[config.mk]
export PLATFORM = sky130hd
export DESIGN_NAME = vtsc_vector_trap_ctrl
export DESIGN_NICKNAME = d
export VERILOG_FILES = /design/src/vtsc_vector_trap_ctrl.v
export VERILOG_INCLUDE_DIRS = /design/src
export SDC_FILE = /design/constraint.sdc
export NUM_CORES = 1
export LEC_CHECK = 0
export BUFFER_PORTS_ARGS = -buffer_cell sky130_fd_sc_hd__buf_2
export CORE_MARGIN = 1.5
export CORE_UTILIZATION = 54
export DETAILED_ROUTE_END_ITERATION = 6
export PLACE_DENSITY = 0.81
export SYNTH_ARGS = -nofsm -noshare
export SYNTH_HDL_FRONTEND = slang
export SYNTH_SLANG_ARGS = --single-unit
[constraint.sdc]
create_clock -name mclk -period 13 [get_ports mclk]
set_clock_uncertainty 0.2 [all_clocks]
set_input_delay 0.65 -clock mclk [delete_from_list [all_inputs] [get_ports mclk]]
set_output_delay 0.65 -clock mclk [all_outputs]
set_load 0.05 [all_outputs]
[src/vtsc_defs.vh]
// constants for the vector trap and subset control block
`ifndef VTSC_DEFS_VH
`define VTSC_DEFS_VH
// ---------------------------------------------------------------
// register byte offsets
// ---------------------------------------------------------------
`define VTSC_ADDR_CFG 8'h00
`define VTSC_ADDR_STATUS 8'h04
`define VTSC_ADDR_MASK 8'h08
`define VTSC_ADDR_EPC 8'h0c
`define VTSC_ADDR_RSTIDX 8'h10
`define VTSC_ADDR_CAPS 8'h14
`define VTSC_ADDR_PROGRESS 8'h18
// ---------------------------------------------------------------
// configuration fields
// ---------------------------------------------------------------
`define VTSC_CFG_SUB_LSB 0
`define VTSC_CFG_SUB_MSB 2
`define VTSC_CFG_VLOG_LSB 4
`define VTSC_CFG_VLOG_MSB 7
`define VTSC_CFG_XLEN64 8
`define VTSC_CFG_RESET 32'h0000_0102
// subset codes
`define VTSC_SUB_I32 3'h0
`define VTSC_SUB_SP32 3'h1
`define VTSC_SUB_I64 3'h2
`define VTSC_SUB_SP64 3'h3
`define VTSC_SUB_DP64 3'h4
// minimum length guarantees, as log2 of bits
`define VTSC_VLOG_MIN 4'h5
`define VTSC_VLOG_MAX 4'ha
// ---------------------------------------------------------------
// status / mask bits
// ---------------------------------------------------------------
`define VTSC_ST_TRAP 0
`define VTSC_ST_ILL 1
`define VTSC_ST_STALL 2
`define VTSC_ST_W 3
// ---------------------------------------------------------------
// element width codes and op classes
// ---------------------------------------------------------------
`define VTSC_EW8 2'h0
`define VTSC_EW16 2'h1
`define VTSC_EW32 2'h2
`define VTSC_EW64 2'h3
`define VTSC_OP_INT 3'h0
`define VTSC_OP_FP 3'h1
`define VTSC_OP_FPWIDE 3'h2
`define VTSC_OP_SMUL 3'h3
`define VTSC_OP_PERMFP 3'h4
`define VTSC_OP_IDX 3'h5
`define VTSC_OP_FPRED 3'h6
`define VTSC_OP_FPWRED 3'h7
// repeated traps at one index before forcing a single-element step
`define VTSC_RETRY_LIMIT 4'h3
`endif

[src/vtsc_vector_trap_ctrl.v]
// trap reporting, commit ordering and subset checking for the vector unit
//
// Contract
// - trap writes instruction address and element index
// - older instructions commit before trap taken
// - younger instructions never modify state on trap
// - elements below restart index all committed
// - later elements untouched unless safely re-executable
// - no non-idempotent store at or past fault
// - repeated traps force progress on reported element
// - imprecise synchronous traps still report faulting element
// - all standard subsets deliver precise traps only
// - minimum length power of two, 32..1024
// - advertise every shorter length guarantee too
// - widths 8/16/32, 64 on 64-bit subsets
// - subsets usable with 32 or 64 scalar width
// - reject 64-bit indices when scalar width 32
// - no 64-bit fractional saturating multiply on 64 subsets
// - drop fp permutes per integer/sp64 subset
// - single-precision subsets do 32-bit fp ops
// - double subset does 32/64 fp and widening
//
// Design decisions made here: the register offsets and the Wishbone register port.
`include "vtsc_defs.vh"
`default_nettype none
module vtsc_vector_trap_ctrl #(
  parameter AW = 32,
  parameter IW = 16
) (
  input wire mclk,
  input wire rst,
  // classic wishbone slave
  input wire wbCyc,
  input wire wbStb,
  input wire wbWe,
  input wire [7:0] wbAdr,
  input wire [3:0] wbSel,
  input wire [31:0] wbDatW,
  output reg [31:0] wbDatR,
  output reg wbAck,
  output reg irq,
  // decode check
  input wire decValid,
  input wire [1:0] decEw,
  input wire [2:0] decOp,
  output reg decIllegal,
  // element execution from the vector pipe
  input wire elemValid,
  input wire [IW-1:0] elemIdx,
  input wire elemIsStore,
  input wire elemNonIdem,
  input wire elemRestartSafe,
  output reg elemCommitEn,
  // trap requests
  input wire trapReq,
  input wire trapIsIntr,
  input wire [AW-1:0] trapPc,
  input wire [IW-1:0] trapIdx,
  input wire olderCommitted,
  output reg trapTaken,
  output reg youngerFlush,
  output reg [AW-1:0] epcOut,
  output reg [IW-1:0] restartIdx,
  output reg singleStep
);
  // ---------------------------------------------------------------
  // registers
  // ---------------------------------------------------------------
  reg [31:0] cfgQ;
  reg [`VTSC_ST_W-1:0] statusQ;
  reg [`VTSC_ST_W-1:0] maskQ;
  reg [3:0] retryQ;
  reg [IW-1:0] lastIdxQ;
  reg trapPendQ;
  reg [AW-1:0] pendPcQ;
  reg [IW-1:0] pendIdxQ;

  wire [2:0] subset = cfgQ[`VTSC_CFG_SUB_MSB:`VTSC_CFG_SUB_LSB];
  wire [3:0] vlogRaw = cfgQ[`VTSC_CFG_VLOG_MSB:`VTSC_CFG_VLOG_LSB];
  wire xlen64 = cfgQ[`VTSC_CFG_XLEN64];

  // ---------------------------------------------------------------
  // subset decode
  // ---------------------------------------------------------------
  function is64sub;
    input [2:0] s;
    begin
      is64sub = (s == `VTSC_SUB_I64) || (s == `VTSC_SUB_SP64) ||
        (s == `VTSC_SUB_DP64);
    end
  endfunction

  function hasFp32;
    input [2:0] s;
    begin
      hasFp32 = (s == `VTSC_SUB_SP32) || (s == `VTSC_SUB_SP64) ||
        (s == `VTSC_SUB_DP64);
    end
  endfunction

  // floor of the length guarantee for the chosen subset
  wire [3:0] vlogFloor = is64sub(subset) ? 4'h6 : `VTSC_VLOG_MIN;
  // clamp into the legal power-of-two range
  wire [3:0] vlogEff = (vlogRaw < vlogFloor) ? vlogFloor :
    (vlogRaw > `VTSC_VLOG_MAX) ? `VTSC_VLOG_MAX : vlogRaw;

  // every shorter guarantee is also advertised
  wire [5:0] capLen;
  genvar g;
  generate
    for (g = 0; g < 6; g = g + 1) begin : gCap
      assign capLen[g] = (vlogEff >= (`VTSC_VLOG_MIN + g));
    end
  endgenerate

  // legality of one decoded op against the subset
  reg illegalC;
  always @* begin
    illegalC = 1'b0;
    if (decEw == `VTSC_EW64 && !is64sub(subset))
      illegalC = 1'b1;
    case (decOp)
      `VTSC_OP_INT: ;
      `VTSC_OP_IDX: begin
        if (decEw == `VTSC_EW64 && !xlen64)
          illegalC = 1'b1;
      end
      `VTSC_OP_SMUL: begin
        if (decEw == `VTSC_EW64)
          illegalC = 1'b1;
      end
      `VTSC_OP_PERMFP: begin
        if (!hasFp32(subset))
          illegalC = 1'b1;
        else if (decEw == `VTSC_EW64 && subset != `VTSC_SUB_DP64)
          illegalC = 1'b1;
        else if (decEw != `VTSC_EW64 && decEw != `VTSC_EW32)
          illegalC = 1'b1;
      end
      `VTSC_OP_FP, `VTSC_OP_FPRED: begin
        if (!hasFp32(subset) || decEw == `VTSC_EW8 || decEw == `VTSC_EW16)
          illegalC = 1'b1;
        else if (decEw == `VTSC_EW64 && subset != `VTSC_SUB_DP64)
          illegalC = 1'b1;
      end
      `VTSC_OP_FPWIDE, `VTSC_OP_FPWRED: begin
        // only fp32 to fp64 widening exists, and only in the double subset
        if (subset != `VTSC_SUB_DP64 || decEw != `VTSC_EW32)
          illegalC = 1'b1;
      end
      default: illegalC = 1'b1;
    endcase
  end

  // ---------------------------------------------------------------
  // element commit gating
  // ---------------------------------------------------------------
  // once a trap is pending, elements at or past its index are held unless restart-safe;
  // a non-idempotent store there must never reach memory
  wire atOrPast = trapPendQ && (elemIdx >= pendIdxQ);
  wire blockElem = atOrPast &&
    ((elemIsStore && elemNonIdem) || !elemRestartSafe);
  wire elemOk = elemValid && !blockElem;

  // the trap is taken only once older work has drained; precise only
  wire takeNow = trapPendQ && olderCommitted;

  // ---------------------------------------------------------------
  // trap sequencing
  // ---------------------------------------------------------------
  always @(posedge mclk or posedge rst) begin
    if (rst) begin
      trapPendQ <= 1'b0;
      pendPcQ <= {AW{1'b0}};
      pendIdxQ <= {IW{1'b0}};
      trapTaken <= 1'b0;
      youngerFlush <= 1'b0;
      epcOut <= {AW{1'b0}};
      restartIdx <= {IW{1'b0}};
      elemCommitEn <= 1'b0;
      decIllegal <= 1'b0;
      retryQ <= 4'h0;
      lastIdxQ <= {IW{1'b0}};
      singleStep <= 1'b0;
    end else begin
      trapTaken <= 1'b0;
      elemCommitEn <= elemOk;
      decIllegal <= decValid && illegalC;
      if (trapReq && !trapPendQ) begin
        trapPendQ <= 1'b1;
        pendPcQ <= trapPc;
        pendIdxQ <= trapIdx;
        youngerFlush <= 1'b1;
      end
      if (takeNow) begin
        trapPendQ <= 1'b0;
        trapTaken <= 1'b1;
        youngerFlush <= 1'b0;
        epcOut <= pendPcQ;
        restartIdx <= pendIdxQ;
        // count traps that hit the same element again
        if (pendIdxQ == lastIdxQ && retryQ != 4'hf)
          retryQ <= retryQ + 4'h1;
        else if (pendIdxQ != lastIdxQ)
          retryQ <= 4'h0;
        lastIdxQ <= pendIdxQ;
        if (pendIdxQ == lastIdxQ && retryQ >= `VTSC_RETRY_LIMIT)
          singleStep <= 1'b1;
      end
      // released once the reported element commits
      if (singleStep && elemOk && elemIdx == lastIdxQ) begin
        singleStep <= 1'b0;
        retryQ <= 4'h0;
      end
    end
  end

  // ---------------------------------------------------------------
  // wishbone slave and interrupt
  // ---------------------------------------------------------------
  wire acc = wbCyc && wbStb && !wbAck;
  wire wr = acc && wbWe;
  wire stallEvt = takeNow && pendIdxQ == lastIdxQ &&
    retryQ >= `VTSC_RETRY_LIMIT;
  wire [`VTSC_ST_W-1:0] evt = {stallEvt, decValid && illegalC, takeNow};
  wire [`VTSC_ST_W-1:0] clr = (wr && wbAdr == `VTSC_ADDR_STATUS && wbSel[0])
    ? wbDatW[`VTSC_ST_W-1:0] : {`VTSC_ST_W{1'b0}};

  reg [31:0] rdC;
  always @* begin
    case (wbAdr)
      `VTSC_ADDR_CFG: rdC = cfgQ;
      `VTSC_ADDR_STATUS: rdC = {{(32-`VTSC_ST_W){1'b0}}, statusQ};
      `VTSC_ADDR_MASK: rdC = {{(32-`VTSC_ST_W){1'b0}}, maskQ};
      `VTSC_ADDR_EPC: rdC = {{(32-AW){1'b0}}, epcOut};
      `VTSC_ADDR_RSTIDX: rdC = {{(32-IW){1'b0}}, restartIdx};
      `VTSC_ADDR_CAPS: rdC = {22'h0, vlogEff, capLen};
      `VTSC_ADDR_PROGRESS: rdC = {27'h0, singleStep, retryQ};
      default: rdC = 32'h0000_0000;
    endcase
  end

  integer b;
  always @(posedge mclk or posedge rst) begin
    if (rst) begin
      cfgQ <= `VTSC_CFG_RESET;
      statusQ <= {`VTSC_ST_W{1'b0}};
      maskQ <= {`VTSC_ST_W{1'b0}};
      wbAck <= 1'b0;
      wbDatR <= 32'h0000_0000;
      irq <= 1'b0;
    end else begin
      wbAck <= acc;
      if (acc)
        wbDatR <= wbWe ? 32'h0000_0000 : rdC;
      if (wr && wbAdr == `VTSC_ADDR_CFG) begin
        for (b = 0; b < 4; b = b + 1) begin
          if (wbSel[b])
            cfgQ[b*8 +: 8] <= wbDatW[b*8 +: 8];
        end
      end
      if (wr && wbAdr == `VTSC_ADDR_MASK && wbSel[0])
        maskQ <= wbDatW[`VTSC_ST_W-1:0];
      // a new event wins over a simultaneous clear
      statusQ <= (statusQ & ~clr) | evt;
      irq <= |(((statusQ & ~clr) | evt) & maskQ);
    end
  end
endmodule // vtsc_vector_trap_ctrl
`default_nettype wire
==> run_results.csv, run 1 <==
group,metric,value,unit
worst_setup_path,cp-startpoint,"wbAdr[1]",
yosys,synth-seq-area-share,53.28,%
floorplan,core_area,0.01515,mm^2
final_layout,drive_gt1_share,39.52,%
route,drc,0,
power,p_per_area,173.9,mW/mm^2
cts,cts_tree,"built",
yosys,async_reset_ff_share,100.0,%
route,ant_nets,0,
floorplan,die_w,127.1,um
timing,rsz0062_at_grt,"false",
worst_setup_path,cp-end-kind,"register",
timing,fin_tns_setup,0,ns
place,gp_congestion,0.8590,
timing,timing.final.max_slew_violations,0,
grt,antenna_found_initial,1,
route,num_vias,6406,
grt,grt-busiest-layer,"met2",
run,cap_viol_max_count,0,
timing,period_share,21.96,%
yosys,synth_enable_flop_cells,0,
yosys,synth-adder-area-share,2.557,%
floorplan,fp-row-count,45,
timing,fmax,350.2,MHz
final_layout,n_fill_cell,1168,
yosys,yosys-top-cells-area,"dfrtp_1 53%, mux2_2 9.3%, mux2_4 5.8%, o21ai_0 4.2%, nand2_1 3.4%",
final_layout,antenna_cells,0,
yosys,ys.warnings.count,0,
power,vdd_drop_max,0.1293,mV
cts,cts_buffer_depth,2,
cts,cts_setup_buffers,0,
grt,gr-usage-all-layers,26.38,%
yosys,synth-compound-area-share,11.45,%
cts,cts_resized,0,
route,firstDrtPassIters,7,
cts,numClockSinks,177,
final_layout,nNetsFinal,1051,
cts,hold_buffers,0,
cts,root_buffer,"clkbuf_16",
cts,numCtsBuffers,17,
route,wire_per_inst,18.68,um
yosys,synth_area,0.008318,mm^2
yosys,syn_nets,847,
grt,first_global_vias,6259,
grt,grt_use_met1,35.88,%
worst_setup_path,required,13.11,ns
place,place_ws,9.749,ns
hold_path,hold_path_class,"in2reg",
timing,finalSetupViolCount,0,
yosys,avgSynthCellArea,11.82,um^2
timing,setup_ws,10.14,ns
yosys,yosys.area_share.simple,10.26,%
timing,worstMarginPinSlew,0.9840,ns
cts,htreeDepth,4,
route,drt_wl_total,20710,um
floorplan,die-area,0.01616,mm^2
place,portBuffers,211,
yosys,ys_ff_latch,177,
floorplan,start_util,54.92,%
grt,met2_usage,42.55,%
power,power_leakage,4.954,nW
floorplan,ios,213,
yosys,synth_top_family_by_area,"multiplexers",
worst_setup_path,cp_data_arrival_time,2.96,ns
yosys,synth.distinct_cells,64,
yosys,ys.flop_type,"dfrtp_1",
yosys,synthMuxAreaShare,15.99,%
cts,clk_pin_slew_worst_paths,0.06,ns
timing,finalHoldViolCount,0,
hold_path,min_from,"olderCommitted",
route,vias_per_cell,5.776,
worst_setup_path,worst_r2r_startpoint,"wbAck$_DFF_PP0_",
worst_setup_path,crit_path_start_kind,"input port",
outcome,outcome,"finished, final reports clean",
grt,grt_max_degree,100,
timing,period_minus_slack,2.855,ns
final_layout,area_delta_synth_final,21.69,%
worst_setup_path,worstPathMaxFanout,8,
worst_setup_path,path_class,"in2reg",
grt,use_met3,6.030,%
grt,overflow,0,
yosys,yosysTopAreaCellShare,52.65,%
floorplan,die_h,127.1,um
yosys,synth_xor_area_share,3.580,%
cts,clk_latency,0.43,ns
route,drt_iter0_markers,473,
yosys,yosysTopAreaCell,"dfrtp_1",
timing,maxSlewHeadroom,34.40,%
yosys,syn_inst,704,
grt,grt_pass1_wl,33070,um
power,finalPower,1.760,mW
place,dp_hpwl,14790,um
## state kept, by name, summed over array words and instances (netlist names)
| name | count |
|---|---|
| wbAck | 1 |
| trapTaken | 1 |
| irq | 1 |
| maskQ | 3 |
| pendIdxQ | 16 |
| cfgQ | 32 |
| epcOut | 32 |
| elemCommitEn | 1 |
| lastIdxQ | 16 |
| trapPendQ | 1 |
| singleStep | 1 |
| decIllegal | 1 |
| pendPcQ | 32 |
| statusQ | 3 |
| wbDatR | 32 |
| retryQ | 4 |
## worst max-delay path: stages
cell     delay, ns
buf_2         0.10
or4_4         0.57
nor3_4        0.22
and3_1        0.22
and3_1        0.69
nand2_8       0.17
mux2_4        0.34
## final timing paths
kind	slack, ns	cells past startpoint	to
setup / recovery	10.14	7	cfgQ[27]$_DFFE_PP0P_
hold / removal	0.21	2	trapPendQ$_DFFE_PP0P_
setup reg to reg	10.52	6	cfgQ[27]$_DFFE_PP0P_
hold reg to reg	0.27	2	wbDatR[3]$_DFFE_PP0P_
max in group asynchronous	10.85	3	cfgQ[2]$_DFFE_PP0P_
min in group asynchronous	0.22	2	epcOut[21]$_DFFE_PP0P_
## per-stage QoR
stage	utilization [%]	hold slack (ns)	std cells	cell area [um^2]
after global placement	62.96	0.2570	1077	9535
after floorplan	-	0.2556	704	8318
after CTS	66.83	0.2006	1109	10120
after detailed placement	62.96	0.2648	1077	9535
final	66.83	0.2117	1109	10120
after global routing	66.83	0.2097	1109	10120
## Yosys cell counts, drive strengths merged, types with 4 or more instances
cell type  number
buf            12
ha             17
xor2           17
nand2          80
nor2b           9
nor4            5
nand4           6
nand3          10
nand3b          4
a222oi         11
mux2          101
and3            4
xnor2          17
a22oi          20
a31oi           6
inv            25
o21ai          71
nor2           18
clkbuf         22
mux2i           5
dfrtp         175
nor3           10
a21oi          13
## logic make-up (layout without fill, tap and decap cells)
group | count (synthesis) | after routing
buf+inv | 59 | 276
fa+ha+maj | 17 | 17
compound gates | 149 | 149
simple gates | 161 | 161
xor+xnor | 34 | 34
mux | 107 | 107
flops | 177 | 177
## layer usage
layer | vias to the layer above | routed length [um] | part of all wire (%)
li1 | 2950 | - | -
met1 | 3177 | 9159 | 44
met2 | 246 | 9834 | 47
met3 | 31 | 1267 | 6.1
met4 | 2 | 444 | 2.1
met5 | - | 7 | 0.034
## power by group
| group | switching [mW] | total, mW | internal, mW |
|---|---|---|---|
| logic | 0.354 | 0.516 | 0.162 |
| registers | 0.0928 | 0.737 | 0.644 |
| clock network | 0.220 | 0.507 | 0.287 |
| total | 0.667 | 1.76 | 1.09 |
## placed cells by master, fill, tap and decap left out, types with 3 or more instances in the layout
| master | netlist | layout |
|---|---|---|
| nand3_1 | 10 | 10 |
| inv_6 | 0 | 4 |
| nand3b_1 | 4 | 4 |
| and3_1 | 4 | 4 |
| buf_2 | 3 | 211 |
| a31oi_1 | 6 | 6 |
| a21o_1 | 3 | 3 |
| nor2b_1 | 9 | 8 |
| o21ai_0 | 70 | 70 |
| ha_1 | 17 | 17 |
| xor2_1 | 17 | 17 |
| nor3_1 | 8 | 8 |
| nor2_1 | 18 | 18 |
| a222oi_1 | 11 | 11 |
| dfrtp_1 | 175 | 175 |
| xnor2_1 | 17 | 17 |
| buf_4 | 2 | 8 |
| clkinv_4 | 0 | 4 |
| nand2_1 | 76 | 76 |
| clkbuf_16 | 0 | 17 |
| mux2_4 | 32 | 32 |
| nand2_8 | 4 | 4 |
| nand4_1 | 6 | 6 |
| mux2_2 | 69 | 69 |
| mux2i_1 | 5 | 5 |
| nor4_1 | 5 | 5 |
| a21oi_1 | 13 | 13 |
| a22oi_1 | 20 | 20 |
| inv_1 | 25 | 24 |
## cell type report
type | instances | area (um^2) | area share (%)
flip-flops and latches | 177 | 4432 | 43.78
clock inverters | 14 | 157.7 | 1.557
repair buffers | 219 | 1116 | 11.03
well taps | 188 | 235.2 | 2.324
clock buffers | 18 | 429.2 | 4.240
inverters | 25 | 98.84 | 0.9765
multi-input cells | 468 | 3654 | 36.09
(Power assumes the default switching activity.)
==> run 2: changes to the inputs <==
CORE_UTILIZATION = 53   (was 54)
PLACE_DENSITY = 0.8   (was 0.81)
clock period = 2.9 ns   (was 13 ns; I/O delays follow)
==> run_results.csv, run 2 (synthesized netlist as in run 1, its figures left out) <==
group,metric,value,unit
timing,rsz0062_at_grt,"false",
route,drt_wl_total,24330,um
hold_path,hold_path_class,"in2reg",
floorplan,start_util,54.51,%
timing,fmax,373.9,MHz
power,finalPower,8.261,mW
grt,antenna_found_initial,3,
route,firstDrtPassIters,5,
route,drt_iter0_markers,582,
worst_setup_path,required,3.02,ns
timing,worstMarginPinSlew,0.7261,ns
power,p_per_area,717.9,mW/mm^2
route,wire_per_inst,19.26,um
route,drc,0,
worst_setup_path,cp-end-kind,"register",
run,cap_viol_max_count,0,
final_layout,nNetsFinal,1178,
cts,cts_setup_buffers,0,
route,wl_met1,9709,um
outcome,outcome,"finished, final reports clean",
worst_setup_path,crit_path_start_kind,"input port",
cts,cts_tree,"built",
timing,finalSetupViolCount,0,
place,portBuffers,211,
cts,numCtsBuffers,17,
cts,cts_resized,0,
final_layout,mostFrequentLayoutCells,"211 x buf_2, 175 x dfrtp_1, 119 x dlygate4sd3_1, 76 x nand2_1, 70 x o21ai_0",
timing,timing.final.max_slew_violations,0,
worst_setup_path,reg2reg_slack,0.37,ns
cts,root_buffer,"clkbuf_16",
worst_setup_path,path_class,"in2reg",
floorplan,ios,213,
timing,period_minus_slack,2.675,ns
worst_setup_path,worstPathMaxFanout,12,
grt,gr-usage-all-layers,30.94,%
worst_setup_path,crit_slowest_cell,"dlygate4sd3_1",
floorplan,die_h,128.3,um
route,num_vias,7039,
grt,grt_max_degree,65,
timing,finalHoldViolCount,0,
timing,fin_tns_setup,0,ns
final_layout,drive_gt1_share,35.59,%
cts,clk_latency,0.44,ns
place,gp_congestion,0.8688,
place,dp_cells,1108,
floorplan,die-area,0.01645,mm^2
timing,period_share,92.23,%
place,dp_hpwl,15520,um
grt,overflow,0,
cts,numClockSinks,177,
worst_setup_path,crit_chain,"dlygate4sd3_1 -> buf_2 -> inv_1 -> and3_1 -> and3_1 -> buf_4 -> nand2_8 -> mux2_4 -> dlygate4sd3_1",
timing,maxSlewHeadroom,51.54,%
floorplan,fp-row-count,45,
route,wl_met3,1542,um
route,wl_met2,12150,um
route,topRoutingLayerUsed,"met4",
grt,first_global_vias,7357,
power,power_leakage,5.608,nW
cts,clk_pin_slew_worst_paths,0.07,ns
worst_setup_path,cpPeakStageDelay,0.57,ns
worst_setup_path,cp_data_arrival_time,2.79,ns
grt,grt_pass1_wl,38580,um
floorplan,die_w,128.3,um
final_layout,final_common_cell,"buf_2",
final_layout,final_cells,1263,
route,vias_per_cell,5.573,
route,ant_nets,0,
power,vdd_drop_max,0.6232,mV
final_layout,area_delta_synth_final,38.34,%
timing,timing.hold.ws,0.03831,ns
cts,htreeDepth,4,
floorplan,core_area,0.01526,mm^2
cts,cts_buffer_depth,2,
## run 2: area by class of cell
class | instances | area, um^2
antenna | 4 | 10.01
clock buffer | 18 | 439.2
clock inverter | 14 | 193.9
fill | 985 | 3751
inverter | 25 | 97.59
multi-input combinational | 468 | 3654
sequential | 177 | 4432
tap | 211 | 264.0
timing repair buffer | 346 | 2417
## run 2: what timing repair did
item                                   CTS  global route
setup endpoints to repair                0             0
endpoints found under the hold margin  114             0
hold buffers                           119             0
## run 2: path summary, 6_finish.rpt
kind / endpoint / start / cells past startpoint
worst max-delay path: cfgQ[16]$_DFFE_PP0P_ / wbAdr[4] / 9
worst min-delay path: wbDatR[8]$_DFFE_PP0P_ / wbAdr[6] / 4
worst max register to register: cfgQ[16]$_DFFE_PP0P_ / wbAck$_DFF_PP0_ / 7
worst min register to register: wbDatR[2]$_DFFE_PP0P_ / wbDatR[2]$_DFFE_PP0P_ / 2
max in group asynchronous: cfgQ[8]$_DFFE_PP1P_ / rst / 4
min in group asynchronous: epcOut[2]$_DFFE_PP0P_ / rst / 3
## run 2: per-stage QoR
| step | worst slack [ns] | util [%] | cell area (um^2) |
|---|---|---|---|
| after floorplan | 0.2900 | - | 8322 |
| after global placement | 0.5187 | 63.39 | 9673 |
| after detailed placement | 0.5059 | 63.39 | 9673 |
| after CTS | 0.2888 | 75.35 | 11500 |
| after global routing | 0.1655 | 75.40 | 11500 |
| final | 0.2252 | 75.42 | 11510 |
## run 2: per-layer routing
| metal | vias up | global-route usage (%) |
|---|---|---|
| met4 | 0 | 14.41 |
| li1 | 3197 | - |
| met5 | - | 0 |
| met3 | 67 | 6.427 |
| met2 | 335 | 52.06 |
| met1 | 3440 | 38.47 |
## run 2: critical path, delay by kind of cell
kind	cells	cell delay, ns
simple gates	3	0.54
buf+inv	5	1.78
mux	1	0.31
## run 2: where the power goes
group          internal [mW]  switching (mW)
clock                   1.41            1.05
sequential              2.89           0.425
combinational          0.826            1.66
total                   5.12            3.14
==> run 3: changes to the inputs <==
REMOVE_ABC_BUFFERS = 1   (was default)
SLEW_MARGIN = 0   (was default)
==> run_results.csv, run 3 (synthesized netlist as in run 1, its figures left out) <==
group,metric,value,unit
final_layout,layout.area.seq,0.004432,mm^2
power,vdd_drop_max,0.5552,mV
floorplan,fp-row-count,45,
timing,fmax,369.3,MHz
hold_path,hold_path_class,"in2reg",
floorplan,ios,213,
floorplan,start_util,54.51,%
power,power_leakage,5.570,nW
worst_setup_path,worstPathMaxFanout,8,
route,vias_per_cell,5.730,
final_layout,mostFrequentLayoutCells,"211 x buf_2, 175 x dfrtp_1, 119 x dlygate4sd3_1, 76 x nand2_1, 70 x o21ai_0",
worst_setup_path,reg2reg_slack,0.19,ns
final_layout,final_common_cell,"buf_2",
grt,grt_max_degree,78,
grt,met2_usage,49.72,%
power,p_per_area,706.8,mW/mm^2
timing,period_share,93.38,%
route,wire_per_inst,19.09,um
route,drt_wl_total,24020,um
grt,first_global_vias,7377,
route,drc,0,
worst_setup_path,cp_data_arrival_time,2.81,ns
worst_setup_path,cp-end-kind,"register",
timing,period_minus_slack,2.708,ns
final_layout,multi_input_area,0.003654,mm^2
final_layout,final_util,74.84,%
cts,clk_pin_slew_worst_paths,0.07,ns
grt,overflow,0,
route,ant_nets,0,
floorplan,core_area,0.01526,mm^2
route,firstDrtPassIters,7,
grt,grt_pass1_wl,37710,um
worst_setup_path,required,3.00,ns
place,dp_hpwl,14900,um
grt,grt-busiest-layer,"met2",
timing,timing.final.max_slew_violations,0,
cts,numClockSinks,177,
place,dpl_cell_area,0.009639,mm^2
timing,worstMarginPinSlew,0.7027,ns
worst_setup_path,crit_path_start_kind,"register",
grt,grt_use_met1,38.28,%
cts,clk_latency,0.43,ns
timing,rsz0062_at_grt,"false",
timing,maxSlewHeadroom,53.16,%
run,cap_viol_max_count,0,
route,drt_iter0_markers,759,
final_layout,fin_area,0.01142,mm^2
cts,root_buffer,"clkbuf_16",
floorplan,die_h,128.3,um
timing,finalHoldViolCount,0,
cts,cts_buffer_depth,2,
cts,htreeDepth,4,
place,gp_congestion,0.8765,
cts,cts_tree,"built",
final_layout,drive_gt1_share,35.41,%
worst_setup_path,path_class,"reg2reg",
outcome,outcome,"finished, final reports clean",
place,portBuffers,211,
cts,numCtsBuffers,17,
final_layout,n_fill_cell,985,
grt,antenna_found_initial,0,
grt,use_met3,6.636,%
route,num_vias,7208,
floorplan,die-area,0.01645,mm^2
floorplan,die_w,128.3,um
grt,gr-usage-all-layers,30.06,%
final_layout,area_delta_synth_final,37.29,%
timing,finalSetupViolCount,0,
final_layout,nNetsFinal,1175,
run 3: cell count changes in the layout (fill, tap and decap cells not counted):
cell        before  now
buf_4           12   10
clkinv_1         0    1
inv_8            1    3
diode_2          4    2
clkinv_8         1    0
inv_6            6    7
clkinvlp_4       3    2
buf_12           4    3
bufinv_16        3    1
inv_1           24   23
clkinv_2         0    1
run 3: layout make-up:
class                   instances  area share (%)
clock buffers                  18           3.846
repair buffers                343           20.86
flip-flops and latches        177           38.81
inverters                      25          0.8656
multi-input cells             468           31.99
clock inverters                14           1.271
well taps                     211           2.312
diodes                          2         0.04383
run 3: power by group:
| group | total (mW) | internal [mW] | switching (mW) |
|---|---|---|---|
| combinational | 2.45 | 0.817 | 1.63 |
| clock | 2.29 | 1.24 | 1.05 |
| sequential | 3.33 | 2.89 | 0.442 |
| total | 8.07 | 4.95 | 3.13 |
run 3: metrics by stage:
stage | hold slack [ns] | setup WS, ns | power (mW) | TNS [ns] | std cells
2_1_floorplan | 0.03040 | -2.244 | 4.934 | -435.13 | 670
3_3_place_gp | 0.1103 | 0.5310 | 5.624 | 0 | 1105
3_5_place_dp | 0.1129 | 0.4939 | 5.671 | 0 | 1105
4_1_cts | 0.01091 | 0.2361 | 8.062 | 0 | 1256
5_1_grt | 0.05430 | 0.1077 | 8.405 | 0 | 1256
6_report | 0.04507 | 0.1920 | 8.072 | 0 | 1258
run 3: repair_timing:
item,4_1_cts,5_1_grt
resized for setup,0,0
endpoints found under the hold margin,167,0
hold buffers,119,0
setup buffers,0,0
run 3: final timing paths:
check / startpoint / endpoint / cells past startpoint
max in group asynchronous: rst / cfgQ[1]$_DFFE_PP1P_ / 4
max reg2reg: wbAck$_DFF_PP0_ / cfgQ[26]$_DFFE_PP0P_ / 7
min: wbAdr[7] / wbDatR[8]$_DFFE_PP0P_ / 5
max: wbAck$_DFF_PP0_ / cfgQ[26]$_DFFE_PP0P_ / 7
min in group asynchronous: rst / pendIdxQ[3]$_DFFE_PP0P_ / 3
min reg2reg: wbDatR[9]$_DFFE_PP0P_ / wbDatR[9]$_DFFE_PP0P_ / 1
run 3: critical path, stage by stage, from the launching register on:
cell and delay [ns]:
dfrtp_1 0.37, nand3b_1 0.35, inv_1 0.21, and3_1 0.17, buf_4 0.25, nand2_8 0.13, mux2_4 0.31, dlygate4sd3_1 0.58
run 3: metal layers:
metal  vias to the layer above  routed length [um]
li1                       3187                   -
met1                      3558                9535
met2                       392               11990
met3                        71                1732
met4                         0                 759
met5                         -                   0
